<file path="src/core/qbia_defines.vh">
// Constants for the bidding interrupt arbiter of the four-channel serial device.
`ifndef QBIA_DEFINES_VH
`define QBIA_DEFINES_VH

// ----------------------------------------
// Register offsets
// ----------------------------------------
`define QBIA_OFF_CTRL_WORD   6'h20
`define QBIA_OFF_VECTOR      6'h21
`define QBIA_OFF_CAPTURE     6'h22
`define QBIA_OFF_GLB_COUNT   6'h23
`define QBIA_OFF_GLB_CHAN    6'h24
`define QBIA_OFF_GLB_RX      6'h25
`define QBIA_OFF_GLB_TX      6'h26
`define QBIA_OFF_MASK_DATA   6'h28
`define QBIA_OFF_MASK_EVENT  6'h29
`define QBIA_OFF_CAPTURE_CMD 6'h2A
`define QBIA_OFF_MASK_TIMER  6'h2B
`define QBIA_OFF_PRIO_BASE   6'h30
`define QBIA_OFF_PRIO_TIMER  6'h34

// ----------------------------------------
// Reset values
// ----------------------------------------
`define QBIA_RST_CTRL_WORD   8'hFC
`define QBIA_RST_VECTOR      8'h0F
`define QBIA_RST_MASK        8'h00
`define QBIA_RST_PRIO        8'h00

// ----------------------------------------
// Bid layout and identity codes
// ----------------------------------------
`define QBIA_NSRC            18
`define QBIA_ID_RX_ERR       3'h7
`define QBIA_ID_RX_OK        3'h3
`define QBIA_ID_TX_LOW       2'h2
`define QBIA_ID_BREAK        3'h4
`define QBIA_ID_CHANGE       3'h1
`define QBIA_ID_TIMER        4'h5
`define QBIA_VEC_FULL        2'h0
`define QBIA_VEC_CHAN        2'h1
`define QBIA_VEC_TYPE        2'h2
`define QBIA_VEC_IDLE        8'hFF

`endif

</file>
<file path="src/core/qbia_bid_former.v">
// Forms the eighteen source bids from hardwired, programmed and live fields.
`timescale 1ns/1ps
`default_nettype none
`include "qbia_defines.vh"
module qbia_bid_former (
	input  wire [11:0]  rx_count,  // Receive byte count, 3 bits per channel.
	input  wire [3:0]   rx_error,  // Receiver error flags.
	input  wire [3:0]   rx_empty,  // Receive FIFO empty flags.
	input  wire [7:0]   tx_count,  // Transmit count, 2 bits per channel.
	input  wire [3:0]   tx_full,   // Transmit FIFO full flags.
	input  wire [3:0]   brk_act,   // Break detected per channel.
	input  wire [3:0]   cos_act,   // Change of state per channel.
	input  wire [1:0]   ct_done,   // Timer has timed out.
	input  wire [11:0]  brk_prio,  // Programmed break bits.
	input  wire [11:0]  cos_prio,  // Programmed change bits.
	input  wire [3:0]   ct_prio,   // Programmed timer bits.
	input  wire [17:0]  mask,      // Per-source bid enable.
	output wire [143:0] bids       // Eighteen 8-bit bids.
);
	genvar i;

	// ----------------------------------------
	// Per-channel sources
	// ----------------------------------------
	// Channel number in bits 1:0 keeps every bid unique and makes D win ties.
	generate
		for (i = 0; i < 4; i = i + 1) begin : g_ch
			localparam integer CHI = i;
			localparam [1:0]   CH  = CHI[1:0];
			wire       rx_on  = mask[i] & ~rx_empty[i];
			wire       tx_on  = mask[4 + i] & ~tx_full[i];
			wire       brk_on = mask[8 + i] & brk_act[i];
			wire       cos_on = mask[12 + i] & cos_act[i];
			wire [2:0] rx_id  = rx_error[i] ? `QBIA_ID_RX_ERR : `QBIA_ID_RX_OK;
			assign bids[8*i +: 8] = rx_on ?
				{rx_count[3*i +: 3], rx_id, CH} : 8'h00;
			assign bids[8*(4+i) +: 8] = tx_on ?
				{2'h0, tx_count[2*i +: 2], `QBIA_ID_TX_LOW, CH} : 8'h00;
			assign bids[8*(8+i) +: 8] = brk_on ?
				{brk_prio[3*i +: 3], `QBIA_ID_BREAK, CH} : 8'h00;
			assign bids[8*(12+i) +: 8] = cos_on ?
				{cos_prio[3*i +: 3], `QBIA_ID_CHANGE, CH} : 8'h00;
		end
	endgenerate

	// ----------------------------------------
	// Timers
	// ----------------------------------------
	// A timer that has not expired stays silent whatever its priority holds.
	assign bids[135:128] = (mask[16] & ct_done[0]) ?
		{ct_prio[1:0], `QBIA_ID_TIMER, 2'h0} : 8'h00;
	assign bids[143:136] = (mask[17] & ct_done[1]) ?
		{ct_prio[3:2], `QBIA_ID_TIMER, 2'h2} : 8'h00;
endmodule // qbia_bid_former
`default_nettype wire

</file>
<file path="src/core/qbia_interrupt_arbiter.v">
// Top of the bidding interrupt arbiter with its registers and global access.
`timescale 1ns/1ps
`default_nettype none
`include "qbia_defines.vh"
module qbia_interrupt_arbiter (
	input  wire        clock,                      // 200 MHz system clock.
	input  wire        sys_rst,                    // Synchronous reset, high.
	input  wire [5:0]  reg_addr,                   // Register address.
	input  wire [7:0]  reg_wdata,                  // Register write data.
	input  wire        reg_wr,                     // Write strobe.
	input  wire        reg_rd,                     // Read strobe.
	output reg  [7:0]  reg_rdata,                  // Read data, next cycle.
	input  wire        interrupt_ack_strobe_n,     // Acknowledge pin, low.
	output wire        interrupt_request_line_n_o, // Open-drain level, zero.
	output wire        interrupt_request_line_n_oe,// Drive enable, high.
	output reg  [7:0]  vector_data,                // Vector for acknowledge.
	output reg         vector_valid,               // Vector stands, level.
	input  wire [11:0] rx_count,                   // Rx byte counts.
	input  wire [3:0]  rx_error,                   // Rx error flags.
	input  wire [3:0]  rx_empty,                   // Rx FIFO empty.
	input  wire [31:0] rx_data,                    // Rx head bytes.
	output reg  [3:0]  rx_pop,                     // Rx pop pulses.
	input  wire [7:0]  tx_count,                   // Tx counts.
	input  wire [3:0]  tx_full,                    // Tx FIFO full.
	output reg  [3:0]  tx_push,                    // Tx push pulses.
	output reg  [7:0]  tx_wdata,                   // Tx push byte.
	input  wire [3:0]  brk_act,                    // Break flags.
	input  wire [3:0]  cos_act,                    // Change flags.
	input  wire [1:0]  ct_done                     // Timer expired flags.
);
	// ----------------------------------------
	// Declarations
	// ----------------------------------------
	reg  [7:0]   interrupt_control_word;
	reg  [7:0]   vector_base;
	reg  [7:0]   current_interrupt_capture;
	reg  [17:0]  source_bid_mask;
	reg  [11:0]  brk_prio;
	reg  [11:0]  cos_prio;
	reg  [3:0]   ct_prio;
	reg          irq_active;
	reg          ack_prev;
	reg  [7:0]   winner;
	reg  [7:0]   next_rdata;
	reg  [7:0]   next_vector;
	wire [143:0] bids;
	wire         ack_sync;
	wire         ack_fall;
	wire         cmd_capture;
	wire         capture;
	wire [5:0]   threshold;
	wire [1:0]   cap_chan;
	wire [1:0]   win_chan;
	integer      k;

	// Page of the four per-channel priority registers, cut to the address field width.
	localparam [5:0] PRIO_BASE = `QBIA_OFF_PRIO_BASE;
	localparam [3:0] PRIO_PAGE = PRIO_BASE[5:2];

	// Larger of two bids; numeric order is the contiguous-ones order.
	function [7:0] qbia_max;
		input [7:0] a;
		input [7:0] b;
		begin
			qbia_max = (a > b) ? a : b;
		end
	endfunction

	// Byte lane of a four-channel bus.
	function [7:0] qbia_lane;
		input [31:0] bus;
		input [1:0]  ch;
		begin
			qbia_lane = bus[8*ch +: 8];
		end
	endfunction

	// Decoded one-hot channel pulse.
	function [3:0] qbia_onehot;
		input [1:0] ch;
		begin
			qbia_onehot = 4'h1 << ch;
		end
	endfunction

	// ----------------------------------------
	// Acknowledge pin
	// ----------------------------------------
	// The pin comes from the host, so it is synchronised before use.
	qbia_sync2 u_ack_sync (
		.clock   (clock),
		.sys_rst (sys_rst),
		.pin_in  (interrupt_ack_strobe_n),
		.pin_out (ack_sync)
	);

	// Edge memory reads only the second stage.
	always @(posedge clock) begin
		if (sys_rst) begin
			ack_prev <= 1'b1;
		end else begin
			ack_prev <= ack_sync;
		end
	end

	assign ack_fall = ack_prev & ~ack_sync;

	// ----------------------------------------
	// Bid formation
	// ----------------------------------------
	qbia_bid_former u_bids (
		.rx_count (rx_count),
		.rx_error (rx_error),
		.rx_empty (rx_empty),
		.tx_count (tx_count),
		.tx_full  (tx_full),
		.brk_act  (brk_act),
		.cos_act  (cos_act),
		.ct_done  (ct_done),
		.brk_prio (brk_prio),
		.cos_prio (cos_prio),
		.ct_prio  (ct_prio),
		.mask     (source_bid_mask),
		.bids     (bids)
	);

	// ----------------------------------------
	// Arbitration
	// ----------------------------------------
	// Silent sources bid zero, which is the no-interrupt identity.
	always @* begin
		winner = 8'h00;
		for (k = 0; k < `QBIA_NSRC; k = k + 1) begin
			winner = qbia_max(winner, bids[8*k +: 8]);
		end
	end

	assign threshold = interrupt_control_word[7:2];
	assign win_chan  = winner[1:0];

	// Channel bits stay out of the threshold test.
	always @(posedge clock) begin
		if (sys_rst) begin
			irq_active <= 1'b0;
		end else begin
			irq_active <= (winner[7:2] > threshold);
		end
	end

	// Open drain: only ever pulls low, released otherwise.
	assign interrupt_request_line_n_o  = 1'b0;
	assign interrupt_request_line_n_oe = irq_active;

	// ----------------------------------------
	// Capture
	// ----------------------------------------
	assign cmd_capture = reg_wr & (reg_addr == `QBIA_OFF_CAPTURE_CMD);
	assign capture     = ack_fall | cmd_capture;
	assign cap_chan    = current_interrupt_capture[1:0];

	// One register load of the whole winner keeps the fields together.
	always @(posedge clock) begin
		if (sys_rst) begin
			current_interrupt_capture <= 8'h00;
		end else if (capture) begin
			current_interrupt_capture <= winner;
		end
	end

	// ----------------------------------------
	// Vector modification
	// ----------------------------------------
	// Built from the fresh winner so the vector matches the new capture.
	always @* begin
		case (interrupt_control_word[1:0])
			`QBIA_VEC_FULL: next_vector = vector_base;
			`QBIA_VEC_CHAN: next_vector = {vector_base[7:2], win_chan};
			`QBIA_VEC_TYPE: next_vector = {vector_base[7:5], winner[4:2], win_chan};
			default:        next_vector = `QBIA_VEC_IDLE;
		endcase
	end

	// The vector stands from acknowledge until the pin is released.
	always @(posedge clock) begin
		if (sys_rst) begin
			vector_data  <= `QBIA_VEC_IDLE;
			vector_valid <= 1'b0;
		end else if (ack_fall) begin
			vector_data  <= next_vector;
			vector_valid <= 1'b1;
		end else if (ack_sync) begin
			vector_valid <= 1'b0;
		end
	end

	// ----------------------------------------
	// Register writes
	// ----------------------------------------
	// Priority and mask registers steer bidding directly.
	always @(posedge clock) begin
		if (sys_rst) begin
			interrupt_control_word <= `QBIA_RST_CTRL_WORD;
			vector_base            <= `QBIA_RST_VECTOR;
			source_bid_mask        <= {2'h0, `QBIA_RST_MASK, `QBIA_RST_MASK};
			brk_prio               <= 12'h000;
			cos_prio               <= 12'h000;
			ct_prio                <= 4'h0;
		end else if (reg_wr) begin
			if (reg_addr == `QBIA_OFF_CTRL_WORD) begin
				interrupt_control_word <= reg_wdata;
			end else if (reg_addr == `QBIA_OFF_VECTOR) begin
				vector_base <= reg_wdata;
			end else if (reg_addr == `QBIA_OFF_MASK_DATA) begin
				source_bid_mask[7:0] <= reg_wdata;
			end else if (reg_addr == `QBIA_OFF_MASK_EVENT) begin
				source_bid_mask[15:8] <= reg_wdata;
			end else if (reg_addr == `QBIA_OFF_MASK_TIMER) begin
				source_bid_mask[17:16] <= reg_wdata[1:0];
			end else if (reg_addr[5:2] == PRIO_PAGE) begin
				brk_prio[3*reg_addr[1:0] +: 3] <= reg_wdata[2:0];
				cos_prio[3*reg_addr[1:0] +: 3] <= reg_wdata[5:3];
			end else if (reg_addr == `QBIA_OFF_PRIO_TIMER) begin
				ct_prio <= reg_wdata[3:0];
			end
		end
	end

	// ----------------------------------------
	// Global transmit
	// ----------------------------------------
	// The byte goes to whichever transmitter the last capture named.
	always @(posedge clock) begin
		if (sys_rst) begin
			tx_push  <= 4'h0;
			tx_wdata <= 8'h00;
		end else if (reg_wr && reg_addr == `QBIA_OFF_GLB_TX) begin
			tx_push  <= qbia_onehot(cap_chan);
			tx_wdata <= reg_wdata;
		end else begin
			tx_push  <= 4'h0;
		end
	end

	// ----------------------------------------
	// Register reads
	// ----------------------------------------
	// Global count and channel have no storage; they are views of the capture.
	always @* begin
		if (reg_addr == `QBIA_OFF_CTRL_WORD) begin
			next_rdata = interrupt_control_word;
		end else if (reg_addr == `QBIA_OFF_VECTOR) begin
			next_rdata = vector_base;
		end else if (reg_addr == `QBIA_OFF_CAPTURE) begin
			next_rdata = current_interrupt_capture;
		end else if (reg_addr == `QBIA_OFF_GLB_COUNT) begin
			next_rdata = {5'h00, current_interrupt_capture[7:5]};
		end else if (reg_addr == `QBIA_OFF_GLB_CHAN) begin
			next_rdata = {6'h00, cap_chan};
		end else if (reg_addr == `QBIA_OFF_GLB_RX) begin
			next_rdata = qbia_lane(rx_data, cap_chan);
		end else if (reg_addr == `QBIA_OFF_MASK_DATA) begin
			next_rdata = source_bid_mask[7:0];
		end else if (reg_addr == `QBIA_OFF_MASK_EVENT) begin
			next_rdata = source_bid_mask[15:8];
		end else if (reg_addr == `QBIA_OFF_MASK_TIMER) begin
			next_rdata = {6'h00, source_bid_mask[17:16]};
		end else if (reg_addr[5:2] == PRIO_PAGE) begin
			next_rdata = {2'h0, cos_prio[3*reg_addr[1:0] +: 3],
				brk_prio[3*reg_addr[1:0] +: 3]};
		end else if (reg_addr == `QBIA_OFF_PRIO_TIMER) begin
			next_rdata = {4'h0, ct_prio};
		end else begin
			next_rdata = 8'h00;
		end
	end

	// Read data and the receive pop share one edge, so the byte and pop agree.
	always @(posedge clock) begin
		if (sys_rst) begin
			reg_rdata <= 8'h00;
			rx_pop    <= 4'h0;
		end else if (reg_rd) begin
			reg_rdata <= next_rdata;
			rx_pop    <= (reg_addr == `QBIA_OFF_GLB_RX) ?
				qbia_onehot(cap_chan) : 4'h0;
		end else begin
			rx_pop    <= 4'h0;
		end
	end
endmodule // qbia_interrupt_arbiter
`default_nettype wire

</file>
<file path="src/core/qbia_sync2.v">
// Two-stage synchroniser for one asynchronous pin level.
`timescale 1ns/1ps
`default_nettype none
module qbia_sync2 (
	input  wire clock,   // System clock.
	input  wire sys_rst, // Synchronous reset, active high.
	input  wire pin_in,  // Asynchronous level.
	output reg  pin_out  // Level in the clock domain.
);
	reg stage1;

	// ----------------------------------------
	// Capture
	// ----------------------------------------
	// Resets to one so an idle active-low pin raises no false edge.
	always @(posedge clock) begin
		if (sys_rst) begin
			stage1  <= 1'b1;
			pin_out <= 1'b1;
		end else begin
			stage1  <= pin_in;
			pin_out <= stage1;
		end
	end
endmodule // qbia_sync2
`default_nettype wire

</file>
<file path="config.mk">
export PLATFORM = sky130hd
export DESIGN_NAME = qbia_interrupt_arbiter
export DESIGN_NICKNAME = d
export VERILOG_FILES = /design/src/core/qbia_bid_former.v /design/src/core/qbia_interrupt_arbiter.v /design/src/core/qbia_sync2.v
export VERILOG_INCLUDE_DIRS = /design/src /design/src/core
export SDC_FILE = /design/constraint.sdc
export NUM_CORES = 1
export LEC_CHECK = 0
export CAP_MARGIN = 40
export CORE_MARGIN = 5
export CORE_UTILIZATION = 40
export CTS_CLUSTER_SIZE = 40
export DETAILED_ROUTE_END_ITERATION = 10
export DONT_BUFFER_PORTS = 1
export GPL_TIMING_DRIVEN = 1
export REMOVE_ABC_BUFFERS = 1
export SETUP_SLACK_MARGIN = 0.15
export SYNTH_ARGS = -nofsm -noshare
export SYNTH_HDL_FRONTEND = slang
export SYNTH_SLANG_ARGS = --single-unit
</file>
<file path="constraint.sdc">
create_clock -name clock -period 86.3 [get_ports clock]
set_input_delay 17.26 -clock clock [delete_from_list [all_inputs] [get_ports clock]]
set_output_delay 17.26 -clock clock [all_outputs]
set_load 0.02 [all_outputs]
</file>
==> impl_metrics.csv <==
group,metric,value,unit
die,ios,128,
critical_path,cp_max_fo,11,
sta,slew_headroom,44.5,%
die,die_area,26800,um^2
finish,layout_common_cells,"nand2_1 (242), a21oi_1 (113), dfxtp_1 (107), ha_1 (86), nand3_1 (79)",
synth,synth-seq-area-share,22.7,%
die,fp.dieW,164,um
cts,clk_pin_slew,0.07,ns
synth,synth_edf_count,0,
finish,final_common_cell,"nand2_1",
global_routing,grt_pass1_vias,8474,
cts,htreeDepth,3,
critical_path,setup.worst_path.start_class,"primary input",
global_routing,grt_pass1_wl,46400,um
drt,ant_nets,0,
synth,syn-instance-count,1257,
sta,fmax,20.5,MHz
synth,yosys_warnings,0,
synth,yosys.area.top_type,"dfxtp_1",
sta,setup_viol,0,
cts,insertion_delay,0.35,ns
critical_path,cp_common_cell,"ha_1",
sta,report.final.slew_viol_count,0,
synth,synth_top_cell_area_share,22.7,%
place,dp_cells,1524,
global_routing,overflow,0,
synth,synth.avg_cell_area,7.52,um^2
synth,syn-cell-area,9450,um^2
cts,cts-root-buf,"clkbuf_16",
sta,fin_skew,0.00953,ns
drt,drc,0,
drt,first_iter_violations,960,
critical_path,cp-end-kind,"flop",
critical_path,slowest_delay,0.59,ns
synth,synthTopCellsByArea,"dfxtp_1 (23%), ha_1 (11%), nand2_1 (9.6%)",
cts,cts.sinks,107,
cts,cts_buffer_depth,2,
synth,synth_mux_area_share,5.85,%
cts,postCtsSetupBuffers,0,
sta,rsz0062_at_grt,"no",
finish,stdcell_count,1541,
synth,synth_top_family_by_area,"compound AO/OA/AOI/OAI gates",
synth,synthArstFlopShare,0,%
critical_path,arrival,49.08,ns
sta,finalHoldViolations,0,
global_routing,grt_max_degree,88,
cts,hold_buffers,0,
sta,fin_crit,48.86,ns
finish,drive_gt1_share,7.70,%
finish,nets,1395,
die,die_y,164,um
synth,ys_types,101,
global_routing,grt_antenna_before_repair,3,
drt,postRouteWirelength,29900,um
critical_path,crit_slowest_cell,"nor4b_1",
synth,ys_seq_elements,107,
die,core-area,23400,um^2
die,rows,56,
synth,synth_fa_ha_area_share,11.4,%
place,dpl.hpwl,23600,um
drt,vias,9328,
status,status,"completed",
die,initial_core_util,40.4,%
finish,area_growth,5.68,%
sta,tns,0,ns
drt,viasPerCell,6.05,
synth,yosys.area_share.xor_xnor,0.0927,%
place,place.gp.congestion,0.960,
drt,routedWlPerCell,19.4,um
hold_path,hold_class,"reg -> reg",
drt,first_pass_iters,5,
synth,synth-simple-area-share,27.2,%
critical_path,required,86.52,ns
synth,synth_compound_area_share,28.3,%
critical_path,crit_type,"in -> reg",
sta,timing.final.crit_share,56.6,%
cts,cts_made_buffers,9,
job,maxCapViolCount,0,
place,io_buffers,0,
sta,tightest_slew,0.831,ns
cts,tritoncts,"done",
cts,cts_resized,0,
synth,yosys_most_used_dff,"dfxtp_1",
global_routing,track_usage,21.2,%
==> worst max-delay path: cells and delay by family <==
kind / cells / cell delay, ns
multiplexers: 1 / 0.39
buffers and inverters: 3 / 0.34
AND/OR/NAND/NOR: 40 / 8.78
AO/OA/AOI/OAI: 76 / 16.52
adder cells (fa/ha/maj): 18 / 5.70
==> area by class of cell <==
type,instances,area [um^2]
antenna,1,2.50
tap,319,399
sequential,107,2140
timing repair buffer,6,46.3
clock inverter,6,111
multi-input combinational,1049,6900
fill,2394,13400
inverter,43,161
clock buffer,10,229
==> worst paths after layout <==
path / start / end / slack (ns) / cells after the start
setup / recovery: rx_empty[1] / interrupt_request_line_n_oe / 37.44 / 138
hold / removal: u_ack_sync.stage1 / u_ack_sync.pin_out / 0.42 / 1
setup reg to reg: source_bid_mask[1] / interrupt_request_line_n_oe / 53.92 / 138
hold reg to reg: u_ack_sync.stage1 / u_ack_sync.pin_out / 0.42 / 1
==> Yosys cell counts (all sizes together) (6+ instances only) <==
master	number
mux4	14
or3	7
ha	86
and4	6
and2	19
a22oi	8
nand3	79
o21a	20
clkbuf	44
a31oi	15
buf	14
nor2b	13
nor3	19
a21boi	6
a211oi	19
nor2	78
inv	41
a21o	24
nand4	14
mux2i	20
nand2	242
a221oi	7
a21oi	118
dfxtp	107
nand2b	19
o211ai	21
and3	20
o21ai	69
o22ai	9
o2111ai	6
or2	11
==> flip-flops by register name, summed over array words and instances, names as in the netlist <==
signal                       flops
u_ack_sync.stage1                1
ack_prev                         1
brk_prio                        12
interrupt_control_word           8
vector_base                      8
tx_push                          4
vector_valid                     1
cos_prio                        12
rx_pop                           4
current_interrupt_capture        8
vector_data                      8
ct_prio                          4
interrupt_request_line_n_oe      1
u_ack_sync.pin_out               1
tx_wdata                         8
reg_rdata                        8
source_bid_mask                 18
==> per-stage QoR <==
stage	worst slack [ns]	area, um^2	hold slack, ns	util [%]
after global placement	38.19	9630	0.401	41.1
after CTS	38.03	9980	0.416	42.7
final	37.44	9990	0.415	42.7
after floorplan	42.41	9200	0.389	-
after global routing	35.27	9980	0.442	42.7
after detailed placement	37.77	9640	0.398	41.2
==> cells by family after synthesis <==
| family | count (synthesis) |
|---|---|
| AOI/OAI and AO/OA | 380 |
| xor gates and xnor gates | 1 |
| adders and majority gates | 86 |
| buffers and inverters | 101 |
| DFF | 107 |
| muxes | 37 |
| other | 1 |
| and+or+nand+nor | 544 |
==> per-layer routing <==
layer / GRT usage (%) / share of wire [%] / vias to the layer above
met2: 34.4 / 46 / 341
met3: 2.56 / 6.6 / 47
met4: 4.65 / 1.9 / 4
met1: 30.4 / 45 / 4396
li1: - / - / 4540
met5: 0 / 0.064 / -
Power is left out: the tool's default activity adds up to more than one toggle a clock period on the data nets, which glitch-free logic cannot reach.
